===== config.mk =====
export PLATFORM = sky130hd
export DESIGN_NAME = aenp_regs
export DESIGN_NICKNAME = d
export VERILOG_FILES = /design/src/core/aenp_sync.v /design/src/core/aenp_lhbit.v /design/src/core/aenp_regs.v
export VERILOG_INCLUDE_DIRS = /design/src /design/src/include
export SDC_FILE = /design/constraint.sdc
export NUM_CORES = 1
export LEC_CHECK = 0
export BUFFER_PORTS_ARGS = -buffer_cell sky130_fd_sc_hd__buf_2
export CORE_AREA = 5 5 115 74
export CTS_CLUSTER_SIZE = 24
export DETAILED_ROUTE_END_ITERATION = 6
export DIE_AREA = 0 0 120 79
export PLACE_DENSITY = 0.8
export SLEW_MARGIN = 20
export SYNTH_ARGS = -nofsm -noshare
export SYNTH_HDL_FRONTEND = slang
export SYNTH_SLANG_ARGS = --single-unit

===== constraint.sdc =====
create_clock -name clk_sys -period 5.9 [get_ports clk_sys]
set_input_delay 0.59 -clock clk_sys [delete_from_list [all_inputs] [get_ports clk_sys]]
set_output_delay 0.59 -clock clk_sys [all_outputs]
set_load 0.01 [all_outputs]

===== src/include/aenp_consts.vh =====
// Constants for the expansion status and next-page transmit registers
// How it works
// - Reserved bits of both registers always read back as zero.
// - Override-write bits accept writes only while the override bit is one.
// - Parallel detection fault sets and latches the fault status bit.
// - Partner next-page-able follows the next-page bit of received words.
// - Local next-page-able status always reads one.
// - Each stored received word sets and latches page-received.
// - Reading the expansion register clears page-received.
// - Partner negotiation-able is one only while valid bursts arrive.
// - Outgoing next-page bit follows the writable more-pages flag.
// - Next pages go out only if flag set and partner is able.
// - Outgoing message-page bit copies the message format flag.
// - Outgoing acknowledge-2 bit copies the comply ability flag.
// - The code field is copied into the outgoing next-page word.
// - Toggle inverts per next page, starting from inverted base bit 11.
`ifndef AENP_CONSTS_VH
`define AENP_CONSTS_VH

`define AENP_REG_EXP     5'h06
`define AENP_REG_NPTX    5'h07
`define AENP_NPTX_RST    16'h2001
`define AENP_NPTX_WMASK  16'hb7ff
`define AENP_CW_RST      11'h000
`define AENP_CW_LSB      5
`define AENP_CW_MSB      15
`define AENP_CW_W        11

`define AENP_B_PDF       4
`define AENP_B_LPNP      3
`define AENP_B_NPA       2
`define AENP_B_PR        1
`define AENP_B_LPAN      0
`define AENP_B_NP        15
`define AENP_B_MP        13
`define AENP_B_COMPLY_ABILITY_FLAG      12
`define AENP_B_TGL       11
`define AENP_CODE_MSB    10

`define AENP_LH_PDF      0
`define AENP_LH_PR       1
`define AENP_LH_N        2

`define AENP_PRE_LEN     6'h20
`define AENP_OP_LEN      5'h02
`define AENP_ADR_LEN     5'h0a
`define AENP_TA_LEN      5'h02
`define AENP_DAT_LEN     5'h10
`define AENP_OP_RD       2'h2
`define AENP_OP_WR       2'h1

`endif


===== src/core/aenp_sync.v =====
// Two-stage synchroniser for asynchronous pin inputs
`timescale 1ns/1ps
`default_nettype none
module aenp_sync #(
	parameter W = 2
) (
	input  wire         clk_sys, // System clock
	input  wire         rst_n,   // Async reset, active low
	input  wire [W-1:0] d_async, // Pin levels
	output reg  [W-1:0] q_sync   // Synchronised levels
);
	reg [W-1:0] meta_reg;

	// First stage feeds only the second stage
	always @(posedge clk_sys or negedge rst_n)
	begin
		if (!rst_n)
		begin
			meta_reg <= {W{1'b0}};
			q_sync   <= {W{1'b0}};
		end
		else
		begin
			meta_reg <= d_async;
			q_sync   <= meta_reg;
		end
	end
endmodule
`default_nettype wire


===== src/core/aenp_lhbit.v =====
// Latching-high status bits with set-over-clear priority
`timescale 1ns/1ps
`default_nettype none
`include "aenp_consts.vh"
module aenp_lhbit #(
	parameter N = 2
) (
	input  wire         clk_sys, // System clock
	input  wire         rst_n,   // Async reset, active low
	input  wire [N-1:0] set_evt, // Event pulses
	input  wire         rd_clr,  // Register read pulse
	output reg  [N-1:0] q        // Latched status
);
	genvar i;
	generate
		for (i = 0; i < N; i = i + 1)
		begin : g_bit
			// An event in the read cycle survives the clear
			always @(posedge clk_sys or negedge rst_n)
			begin
				if (!rst_n)
					q[i] <= 1'b0;
				else
					q[i] <= set_evt[i] | (q[i] & ~rd_clr);
			end
		end
	endgenerate
endmodule
`default_nettype wire


===== src/core/aenp_regs.v =====
// Expansion status and next-page transmit registers behind serial management
`timescale 1ns/1ps
`default_nettype none
`include "aenp_consts.vh"
module aenp_regs #(
	parameter [4:0] PHY_ADDR = 5'h01
) (
	input  wire        clk_sys,     // System clock, 40 MHz
	input  wire        rst_n,       // Async reset, active low
	input  wire        mdc,         // Management clock pin
	input  wire        mdio_in,     // Management data pin, input side
	output reg         mdio_out,    // Management data pin, output side
	output reg         mdio_oe_n,   // Low while driving management data
	input  wire        override_en, // Command override enable
	input  wire        pd_fault,    // Parallel detection fault pulse
	input  wire        page_stored, // Received word stored pulse
	input  wire        rx_np_bit,   // Next-page bit of received word
	input  wire        flp_valid,   // Valid partner bursts seen, level
	input  wire        base_sent,   // Base word sent pulse
	input  wire        base_bit11,  // Bit 11 of the base word
	input  wire        np_sent,     // Next-page word sent pulse
	output reg  [15:0] np_word,     // Next-page word for the link
	output reg         np_send_en,  // Next pages to follow base word
	output reg  [10:0] aux_cw       // Override-write bits for aux use
);
	localparam [2:0] S_PRE = 3'h0;
	localparam [2:0] S_ST  = 3'h1;
	localparam [2:0] S_OP  = 3'h2;
	localparam [2:0] S_ADR = 3'h3;
	localparam [2:0] S_TA  = 3'h4;
	localparam [2:0] S_DAT = 3'h5;

	wire [1:0]           pin_s;
	wire                 mdc_s;
	wire                 mdio_s;
	wire [`AENP_LH_N-1:0] lh_q;
	wire [`AENP_LH_N-1:0] lh_set;
	wire                 mdc_rise;
	wire                 adr_hit;
	wire [4:0]           adr_reg_f;
	wire [4:0]           adr_phy_f;

	reg        mdc_d_reg;
	reg [2:0]  state_reg;
	reg [5:0]  pre_cnt_reg;
	reg [4:0]  cnt_reg;
	reg [1:0]  op_reg;
	reg [9:0]  adr_reg;
	reg [15:0] shf_reg;
	reg        rd_act_reg;
	reg        exp_rd_reg;
	reg [15:0] nptx_reg;
	reg        toggle_reg;
	reg        lp_np_reg;
	reg        lp_an_reg;

	aenp_sync #(
		.W (2)
	) u_sync (
		.clk_sys (clk_sys),
		.rst_n   (rst_n),
		.d_async ({mdc, mdio_in}),
		.q_sync  (pin_s)
	);

	assign mdc_s  = pin_s[1];
	assign mdio_s = pin_s[0];

	assign lh_set[`AENP_LH_PDF] = pd_fault;
	assign lh_set[`AENP_LH_PR]  = page_stored;

	aenp_lhbit #(
		.N (`AENP_LH_N)
	) u_lh (
		.clk_sys (clk_sys),
		.rst_n   (rst_n),
		.set_evt (lh_set),
		.rd_clr  (exp_rd_reg),
		.q       (lh_q)
	);

	assign mdc_rise  = mdc_s & ~mdc_d_reg;
	assign adr_phy_f = adr_reg[9:5];
	assign adr_reg_f = adr_reg[4:0];
	assign adr_hit   = (adr_phy_f == PHY_ADDR);

	// Read view of the two registers; other addresses read zero
	function [15:0] rd_mux;
		input [4:0]  ra;
		input [15:0] nptx;
		input        tgl;
		input [1:0]  lh;
		input        lpnp;
		input        lpan;
		begin
			rd_mux = 16'h0000;
			if (ra == `AENP_REG_EXP)
			begin
				rd_mux[`AENP_B_PDF]  = lh[`AENP_LH_PDF];
				rd_mux[`AENP_B_LPNP] = lpnp;
				rd_mux[`AENP_B_NPA]  = 1'b1;
				rd_mux[`AENP_B_PR]   = lh[`AENP_LH_PR];
				rd_mux[`AENP_B_LPAN] = lpan;
			end
			else if (ra == `AENP_REG_NPTX)
			begin
				rd_mux = nptx & `AENP_NPTX_WMASK;
				rd_mux[`AENP_B_TGL] = tgl;
			end
		end
	endfunction

	// Serial management frame receiver and read-data driver
	always @(posedge clk_sys or negedge rst_n)
	begin
		if (!rst_n)
		begin
			mdc_d_reg   <= 1'b0;
			state_reg   <= S_PRE;
			pre_cnt_reg <= 6'h00;
			cnt_reg     <= 5'h00;
			op_reg      <= 2'h0;
			adr_reg     <= 10'h000;
			shf_reg     <= 16'h0000;
			rd_act_reg  <= 1'b0;
			exp_rd_reg  <= 1'b0;
			mdio_out    <= 1'b0;
			mdio_oe_n   <= 1'b1;
			nptx_reg    <= `AENP_NPTX_RST;
			aux_cw      <= `AENP_CW_RST;
		end
		else
		begin
			mdc_d_reg  <= mdc_s;
			exp_rd_reg <= 1'b0;
			if (mdc_rise)
			begin
				case (state_reg)
				S_PRE:
				begin
					if (mdio_s)
					begin
						if (pre_cnt_reg != `AENP_PRE_LEN)
							pre_cnt_reg <= pre_cnt_reg + 6'h01;
					end
					else
					begin
						// A zero after a full preamble is the start's first bit
						if (pre_cnt_reg == `AENP_PRE_LEN)
							state_reg <= S_ST;
						pre_cnt_reg <= 6'h00;
					end
				end
				S_ST:
				begin
					cnt_reg   <= 5'h00;
					state_reg <= mdio_s ? S_OP : S_PRE;
				end
				S_OP:
				begin
					op_reg  <= {op_reg[0], mdio_s};
					cnt_reg <= cnt_reg + 5'h01;
					if (cnt_reg == `AENP_OP_LEN - 5'h01)
					begin
						cnt_reg   <= 5'h00;
						state_reg <= S_ADR;
					end
				end
				S_ADR:
				begin
					adr_reg <= {adr_reg[8:0], mdio_s};
					cnt_reg <= cnt_reg + 5'h01;
					if (cnt_reg == `AENP_ADR_LEN - 5'h01)
					begin
						cnt_reg   <= 5'h00;
						state_reg <= S_TA;
					end
				end
				S_TA:
				begin
					cnt_reg <= cnt_reg + 5'h01;
					if (cnt_reg == 5'h00)
					begin
						// Snapshot taken before the clear takes effect
						if (op_reg == `AENP_OP_RD && adr_hit)
						begin
							shf_reg <= rd_mux(adr_reg_f, nptx_reg,
								toggle_reg, lh_q, lp_np_reg, lp_an_reg);
							rd_act_reg <= 1'b1;
							mdio_out   <= 1'b0;
							mdio_oe_n  <= 1'b0;
							if (adr_reg_f == `AENP_REG_EXP)
								exp_rd_reg <= 1'b1;
						end
					end
					else
					begin
						cnt_reg   <= 5'h00;
						state_reg <= S_DAT;
						if (rd_act_reg)
						begin
							mdio_out <= shf_reg[15];
							shf_reg  <= {shf_reg[14:0], 1'b0};
						end
					end
				end
				S_DAT:
				begin
					cnt_reg <= cnt_reg + 5'h01;
					if (rd_act_reg)
					begin
						mdio_out <= shf_reg[15];
						shf_reg  <= {shf_reg[14:0], 1'b0};
					end
					else
						shf_reg <= {shf_reg[14:0], mdio_s};
					if (cnt_reg == `AENP_DAT_LEN - 5'h01)
					begin
						state_reg   <= S_PRE;
						pre_cnt_reg <= 6'h00;
						rd_act_reg  <= 1'b0;
						mdio_oe_n   <= 1'b1;
						mdio_out    <= 1'b0;
						if (op_reg == `AENP_OP_WR && adr_hit)
						begin
							// Reserved and read-only bits never store
							if (adr_reg_f == `AENP_REG_NPTX)
								nptx_reg <= {shf_reg[14:0], mdio_s}
									& `AENP_NPTX_WMASK;
							if (adr_reg_f == `AENP_REG_EXP && override_en)
								aux_cw <= shf_reg[`AENP_CW_MSB-1:
									`AENP_CW_LSB-1];
						end
					end
				end
				default:
				begin
					state_reg   <= S_PRE;
					pre_cnt_reg <= 6'h00;
				end
				endcase
			end
		end
	end

	// Partner status and outgoing next-page word
	always @(posedge clk_sys or negedge rst_n)
	begin
		if (!rst_n)
		begin
			lp_np_reg  <= 1'b0;
			lp_an_reg  <= 1'b0;
			toggle_reg <= 1'b0;
			np_word    <= 16'h0000;
			np_send_en <= 1'b0;
		end
		else
		begin
			if (page_stored)
				lp_np_reg <= rx_np_bit;
			lp_an_reg  <= flp_valid;
			np_send_en <= nptx_reg[`AENP_B_NP] & lp_np_reg;
			if (base_sent)
				toggle_reg <= ~base_bit11;
			else if (np_sent)
			begin
				toggle_reg <= ~toggle_reg;
				np_word <= 16'h0000;
				np_word[`AENP_B_NP]   <= nptx_reg[`AENP_B_NP];
				np_word[`AENP_B_MP]   <= nptx_reg[`AENP_B_MP];
				np_word[`AENP_B_COMPLY_ABILITY_FLAG] <= nptx_reg[`AENP_B_COMPLY_ABILITY_FLAG];
				np_word[`AENP_B_TGL]  <= toggle_reg;
				np_word[`AENP_CODE_MSB:0] <=
					nptx_reg[`AENP_CODE_MSB:0];
			end
		end
	end
endmodule
`default_nettype wire


---- Yosys cells after proc, flatten, opt, wreduce, memory -nomap -nowiden ----
Cells that the tools add are included.
word-level totals
  bits of input ports ..................... 12
  output and inout port bits .............. 30
  logic and storage cells ................. 125
  register bits after elaboration ......... 97
operators by class
  add/subtract/negate cells ............... 2
  mux-type cells .......................... 43
  eq/ne operators ......................... 26
  reductions and logical operators ........ 20
  bitwise gates (word level) .............. 12
operators with widths
  kind                 count
  $mux 16              4
  $pmux 16 s2          1
  $pmux 5 s5           1
  $mux 5               4
  $mux 3               6
  $mux 6               3
  $pmux 3 s6           1
  $pmux 6 s3           1
  $mux 1               17
  $ne 2x2->1 const B   8
  $reduce_and 5->1     3
  $mux 11              1
  $eq 5x1->1 const B   2
  $eq 5x3->1 const B   2
  $eq 5x4->1 const B   2
  $ne 3x3->1 const B   3
  $reduce_and 2->1     4
  $reduce_and 4->1     2
  $reduce_and 7->1     1
  $add 6x1->6 const B  1
  $eq 3x2->1 const B   2
  $eq 3x3->1 const B   2
  $eq 6x6->1 const B   1
  $ne 6x6->1 const B   1
  other kinds (16)     30

---- Logic depth before layout (Yosys ltp) ----
Gate-level depths: netlist of the first run.
  depth after elaboration ................. 6
  gate-level depth with buffers ........... 8
  mapped depth without buffers ............ 7

---- Hierarchy ----
A second synthesis of the first run with hierarchy kept.
unflattened totals
  cells, all modules ...................... 356
  area, all modules ....................... 4489.3 sq um
modules (own cells, without submodules)
  module      sequential area each (sq um)  area each (sq um)  instances  cells an instance
  aenp_regs   2280.9                        4320.4             1          347
  aenp_sync   100.1                         100.1              1          4
  aenp_lhbit  50.0                          68.8               1          5

---- Worst setup path after synthesis of the first run ----
OpenSTA, ideal clock, no wires.
  path kind ............................... flip-flop to flip-flop
  start point ............................. register cnt_reg[0]
  end point ............................... register nptx_reg[10]
  path buffers ............................ 1
  arrival time ............................ 2.297 ns
  setup slack ............................. 3.478 ns
  period minus slack after synthesis ...... 2.422 ns
  stages on the path, launching flop included .. 9
  data required time ...................... 5.775 ns
  library setup time ...................... 0.125 ns
  cell sequence ........................... dfrtp_1 -> ha_1 -> and3_1 -> ha_1 -> nand2_1 -> or4_1 -> nor4_4 -> buf_4 -> mux2_2
between the ends
  longest elaborated chain between the ends .. 2
ends and longest elaborated chain
  item                               RTL line         text
  start: declaration                 aenp_regs.v:46   reg [4:0] cnt_reg;
  start signal: assignment           aenp_regs.v:162  cnt_reg <= cnt_reg + 5'h01;
  start signal: assignment           aenp_regs.v:172  cnt_reg <= cnt_reg + 5'h01;
  start signal: assignment           aenp_regs.v:181  cnt_reg <= cnt_reg + 5'h01;
  $eq 5x4->1                         aenp_regs.v:217  if (cnt_reg == `AENP_DAT_LEN - 5'h01)
  $reduce_and 5->1 (no source line)  n/a
  end signal: assignment             aenp_regs.v:129  nptx_reg <= `AENP_NPTX_RST;
  end signal: assignment             aenp_regs.v:228  nptx_reg <= {shf_reg[14:0], mdio_s}
  end: declaration                   aenp_regs.v:52   reg [15:0] nptx_reg;
Every way passes these cells.
A chain may end at the register's enable or synchronous reset.

---- Final worst setup path of the first run ----
  start point ............................. register state_reg[2]
  end point ............................... register aux_cw[2]
between the ends
  longest elaborated chain between the ends .. 2
ends and longest elaborated chain
  item                               RTL line         text
  start: declaration                 aenp_regs.v:44   reg [2:0] state_reg;
  start signal: assignment           aenp_regs.v:157  state_reg <= mdio_s ? S_OP : S_PRE;
  $eq 3x3->1                         aenp_regs.v:138  case (state_reg)
  $reduce_and 5->1 (no source line)  n/a
  end signal: assignment             aenp_regs.v:130  aux_cw <= `AENP_CW_RST;
  end signal: assignment             aenp_regs.v:231  aux_cw <= shf_reg[`AENP_CW_MSB-1:
  end: declaration                   aenp_regs.v:24   output reg [10:0] aux_cw
Every way passes these cells.

==> results of run 1 <==
[metal layers]
metal | global-route usage | up-vias | part of all wire
li1 | - | 1340 | -
met3 | 0.0562 | 8 | 0.052
met4 | 0.0617 | 0 | 0.0097
met2 | 0.291 | 70 | 0.43
met1 | 0.304 | 1462 | 0.51
met5 | 0 | - | 0
[stage by stage]
step                      hold WS, ps  instance area [um2]  total power [mW]   util
after floorplan                   294                 4440             0.712      -
after global placement            334                 4680             0.736  0.625
after detailed placement          342                 4680             0.737  0.625
after CTS                         160                 5020              1.38  0.671
after global routing              182                 5020              1.42  0.671
final                             159                 5020              1.37  0.671
[power by group]
group	internal [mW]	switching, mW
sequential	0.673	0.00745
combinational	0.0154	0.0279
clock	0.406	0.237
total	1.09	0.273
[kinds of logic (layout without fill, tap and decap cells)]
logic type / after synthesis / in the layout / share of synthesized area
AO/OA/AOI/OAI: 66 / 66 / 0.111
XOR/XNOR: 2 / 2 / 0.00395
adder cells (fa/ha/maj): 7 / 7 / 0.0197
buffers and inverters: 38 / 75 / 0.0372
flip-flops: 97 / 97 / 0.548
multiplexers: 72 / 72 / 0.185
other: 1 / 1 / 0.000845
AND/OR/NAND/NOR: 66 / 66 / 0.0942
[worst min-delay path by stage]
stage / startpoint / end / slack, ps / cells after the start
final: rst_n / adr_reg[4] / 160 / 1
after global routing: rst_n / u_sync.meta_reg[0] / 180 / 1
after CTS: rst_n / u_sync.meta_reg[0] / 160 / 1
after detailed placement: u_sync.meta_reg[0] / u_sync.q_sync[0] / 340 / 0
after global placement: u_sync.meta_reg[0] / u_sync.q_sync[0] / 330 / 0
after floorplan: rst_n / adr_reg[0] / 290 / 0
[worst max-delay path, cell delays in order (launching register included)]
cell and delay (ps):
dfrtp_1 650, nand4bb_1 400, or4_1 690, nor3b_2 860, mux2_2 420
[cell type report]
class,count,area [um2],share of cell area
clock inverter,4,73.8,0.0147
clock buffer,12,267,0.0531
tap,94,118,0.0234
timing repair buffer,42,218,0.0434
sequential,97,2430,0.485
inverter,17,63.8,0.0127
multi-input combinational,214,1850,0.368
[synth_stat cells (all sizes together), types with 3 or more instances]
cell type  number  area, um2
nor3            7       35.0
o21ai          11       55.1
inv            17       63.8
a211o           3       26.3
clkbuf         14       52.6
ha              7       87.6
buf             7       48.8
nand2b          5       31.3
dfstp           3       78.8
mux2           63        732
o31ai           8       60.1
a21oi           7       35.0
a211oi          3       35.0
and2            3       18.8
nor4            4       46.3
or4b            4       43.8
nor2            6       22.5
a21o            3       22.5
nor3b           4       30.0
a22o           11       96.3
nor2b           3       18.8
nand3           4       20.0
mux2i           9       90.1
nand2          15       56.3
dfrtp          94       2350
nand4bb         3       33.8
o22ai           4       25.0
[placed cells by master, fill, tap and decap left out, types with 8 or more instances in the layout]
master,netlist,layout
a22o_1,11,11
buf_2,0,39
clkbuf_16,0,9
dfrtp_1,94,94
inv_1,17,17
mux2_2,57,57
mux2i_1,9,9
nand2_1,15,15
o21ai_0,11,11
o31ai_1,8,8
==> run_results.csv, run 1 <==
group,metric,value,unit
run_status,status,"finished clean",
drt,drc_errors,0,
synth,syn-num-nets,368,
clocking,cts_buffers,9,
layout,largest_reg_flops,16,
die,die_area,9480,um2
layout,nNetsFinal,400,
timing,relSlewSlack,0.247,
clocking,cts-root-buf,"clkbuf_16",
placement,port_buffers,40,
global_routing,antenna_found_initial,0,
timing,tightest_slew,1120,ps
timing,rsz0062_at_grt,"false",
placement,dpl.hpwl,6000,um
setup_path,reg2reg_slack,2750,ps
drt,drt_wl_total,8750,um
setup_path,r2r_end,"aux_cw[2]",
global_routing,grt_use_total,0.204,
placement,dp.cells,464,
setup_path,r2r-start,"state_reg[2]",
clocking,ctsHoldBuffers,0,
timing,slew_violations,0,
clocking,path_clk_slew,60,ps
drt,vias,2880,
layout,fillers,540,
hold_path,hp-class,"in -> async",
die,die_h,79,um
layout,n_antenna_cell,0,
synth,synth_warnings,0,
setup_path,worstSetupEndpointType,"flop",
placement,routabilityCongestion,0.813,
drt,dr.pass1.iters,4,
layout,area_growth,13.1,%
timing,clock_skew,7.71,ps
synth,syn_area_per_cell,12.7,um2
synth,synth_edf_count,0,
job,max_cap_violations,0,
global_routing,grt_max_degree,69,
setup_path,cp_max_fo,17,
setup_path,r2r_cells,4,
timing,final_hold_viol_count,0,
timing,max_freq,317,MHz
timing,fin_tns_setup,0,ps
synth,netlist-cell-type-count,55,
clocking,post_cts_buffers,0,
die,row_count,25,
drt,drt-initial-drc-count,255,
clocking,htree_levels,3,
die,io-pin-count,42,
synth,synth_area,4440,um2
drt,avgRoutedWirePerCell,18.2,um
layout,final_cells,480,
synth,syn_inst,349,
synth,yosysSeqAreaShare,0.548,
timing,final.period_utilization,0.534,
placement,pre_cts_ws,2790,ps
setup_path,critPathKind,"reg -> reg",
clocking,cts_sinks,97,
setup_path,worstPathRequired,6120,ps
setup_path,worstPathArrival,3380,ps
clocking,cts-resized-gates,0,
clocking,cts_tree,"built",
drt,vias_per_cell,6.00,
pwr,p_per_area,273,nW/um2
global_routing,grt-ovfl-total,0,
die,core,7480,um2
clocking,clock_latency,340,ps
synth,synth_flop_cell,"dfrtp_1",
pwr,leakagePower,2.41,nW
setup_path,critPathLaunch,"state_reg[2]",
global_routing,grt_pass1_wl,14900,um
clocking,cts_buffer_depth,2,
timing,final-setup-viol-count,0,
global_routing,grt_pass1_vias,2885,
die,start_util,0.593,
setup_path,start_kind,"flop",
timing,fin_crit,3150,ps
timing,worst_slack,2750,ps
synth,synth_seq_cells,97,
synth,synthArstFlopShare,1.00,
pwr,irDropWorstVdd,265,uV
setup_path,cp-endpoint,"aux_cw[2]",
drt,antenna_left,0,
die,die-width,120,um
layout,drive_gt1_frac,0.337,
No activity file was read; power rests on OpenSTA's default activity.
==> run 2, diff against run 1 <==
- CORE_AREA: 5 5 115 74 -> 5 5 118 76
- DIE_AREA: 0 0 120 79 -> 0 0 123 81
- PLACE_DENSITY: 0.8 -> 0.76
- clock period: 5.9 -> 3 ns (I/O delays scaled with it)
==> run 2 against run 1 <==
Against the previous run:
- routed wire length grew 0.81%
- die area grew 5.1%
- non-clock buffer count grew 10
- maximum frequency grew 20%
- critical path type unchanged
- cell count grew 5.0%
- first-iteration DRC count grew 6.3%
==> run_results.csv, run 2 (same netlist as run 1, synthesis figures left out) <==
group,metric,value,unit
drt,vias,2876,
die,io-pin-count,42,
global_routing,grt_pass1_wl,14800,um
job,max_cap_violations,0,
clocking,cts_sinks,97,
drt,dr.pass1.iters,4,
setup_path,cp_max_fo,14,
layout,n_antenna_cell,0,
run_status,status,"finished clean",
hold_path,hp-start,"flp_valid",
die,row_count,25,
setup_path,reg2reg_slack,380,ps
global_routing,grt_max_degree,46,
setup_path,worstSetupEndpointType,"flop",
timing,rsz0062_at_grt,"false",
clocking,cts-root-buf,"clkbuf_16",
die,die-width,123,um
timing,final.period_utilization,0.875,
drt,antenna_left,0,
timing,final_hold_viol_count,0,
timing,fin_crit,2620,ps
clocking,htree_levels,3,
setup_path,cp_cell_sequence,"ha_1 > and3_1 > ha_1 > nand2_1 > or4_1 > nor4_4 > buf_4 > mux2_2",
layout,area_growth,14.0,%
timing,clock_skew,10.8,ps
setup_path,crit_family,"simple AND/OR/NAND/NOR gates",
die,die_area,9960,um2
setup_path,r2r_cells,8,
global_routing,use_met2,0.287,
clocking,post_cts_buffers,0,
drt,drc_errors,0,
timing,fin_tns_setup,0,ps
die,start_util,0.579,
timing,hold_ws,59.7,ps
setup_path,max_stage_delay,510,ps
setup_path,cp.depth,8,
pwr,irDropWorstVdd,390,uV
global_routing,grt_use_total,0.196,
clocking,cts_tree,"built",
setup_path,worstPathArrival,2850,ps
layout,nNetsFinal,410,
hold_path,holdPathEnd,"lp_an_reg",
layout,mostFrequentLayoutCell,"dfrtp_1",
drt,avgRoutedWirePerCell,17.5,um
clocking,cts_buffers,9,
global_routing,grt-ovfl-total,0,
hold_path,hp-class,"in -> reg",
layout,fin_area,5060,um2
clocking,clock_latency,350,ps
setup_path,crit_slowest_cell,"or4_1",
placement,dpl.hpwl,6110,um
layout,most-common-layout-cells,"dfrtp_1, mux2_2, buf_2",
drt,vias_per_cell,5.71,
timing,slew_violations,0,
setup_path,r2r_end,"nptx_reg[2]",
placement,dpl_cell_area,4760,um2
global_routing,grt_pass1_vias,2937,
hold_path,min_path_cells,1,
setup_path,worstPathRequired,3230,ps
drt,drt-initial-drc-count,271,
setup_path,crit_buf_inv,1,
timing,relSlewSlack,0.468,
clocking,cts_buffer_depth,2,
global_routing,antenna_found_initial,0,
pwr,p_per_area,501,nW/um2
layout,largest_reg_flops,16,
setup_path,r2r-start,"cnt_reg[0]",
global_routing,met3_usage,0.0536,
drt,drt_wl_total,8820,um
layout,drive_gt1_frac,0.346,
placement,routabilityCongestion,0.767,
global_routing,grt_busiest_layer,"met2",
die,core,7660,um2
timing,final-setup-viol-count,0,
global_routing,use_met1,0.283,
pwr,leakagePower,2.43,nW
die,die_h,81,um
placement,port_buffers,40,
setup_path,crit_top_cell,"ha_1",
clocking,path_clk_slew,60,ps
setup_path,start_kind,"flop",
setup_path,critPathKind,"reg -> reg",
timing,max_freq,381,MHz
pwr,p_total,2.53,mW
timing,tightest_slew,798,ps
run 2: cell types whose count changed in the layout (fill, tap and decap cells not counted):
cell / change
clkbuf_8: -3
dlygate4sd3_1: +1
clkbuf_1: +2
clkinvlp_4: +1
buf_4: +9
clkinv_2: +1
bufinv_16: -1
run 2: routing by layer:
layer | vias up | part of all wire
met3 | 10 | 0.053
met1 | 1439 | 0.49
met5 | - | 0
li1 | 1352 | -
met4 | 0 | 0.012
met2 | 75 | 0.44
run 2: worst max path at each step:
stage	start	to
detailed placement	cnt_reg[0]	nptx_reg[9]
global placement	cnt_reg[0]	nptx_reg[7]
CTS	cnt_reg[0]	nptx_reg[2]
finish	cnt_reg[0]	nptx_reg[2]
global route	cnt_reg[0]	nptx_reg[12]
floorplan	cnt_reg[0]	nptx_reg[10]
run 2: cell type report:
type                    count  area (um2)
well taps                 108         135
inverters                  17        63.8
fillers                   583        2600
flip-flops and latches     97        2430
multi-input cells         214        1850
repair buffers             52         295
clock buffers              11         233
clock inverters             5        56.3
run 2: worst reg2reg max path, cell delays in order (launching register included):
cell and delay, ps:
dfrtp_1 430, ha_1 220, and3_1 200, ha_1 220
nand2_1 130, or4_1 510, nor4_4 150, buf_4 280
mux2_2 370
run 2: report_power, final:
group          switching (mW)  internal [mW]
clock network           0.464          0.644
logic                  0.0561         0.0320
registers              0.0142           1.32
run 2: timing repair:
item | in CTS | in global routing
hold buffers | 1 | 0
endpoints found under the hold margin | 42 | 0
gates resized for setup | 0 | 0
run 2: per-stage QoR:
| step | std cells | setup WS (ps) | utilization |
|---|---|---|---|
| after global placement | 487 | 459 | 0.621 |
| after CTS | 504 | 378 | 0.660 |
| after detailed placement | 487 | 410 | 0.621 |
| after floorplan | 349 | 578 | - |
| after global routing | 504 | 218 | 0.660 |
| final | 504 | 376 | 0.660 |
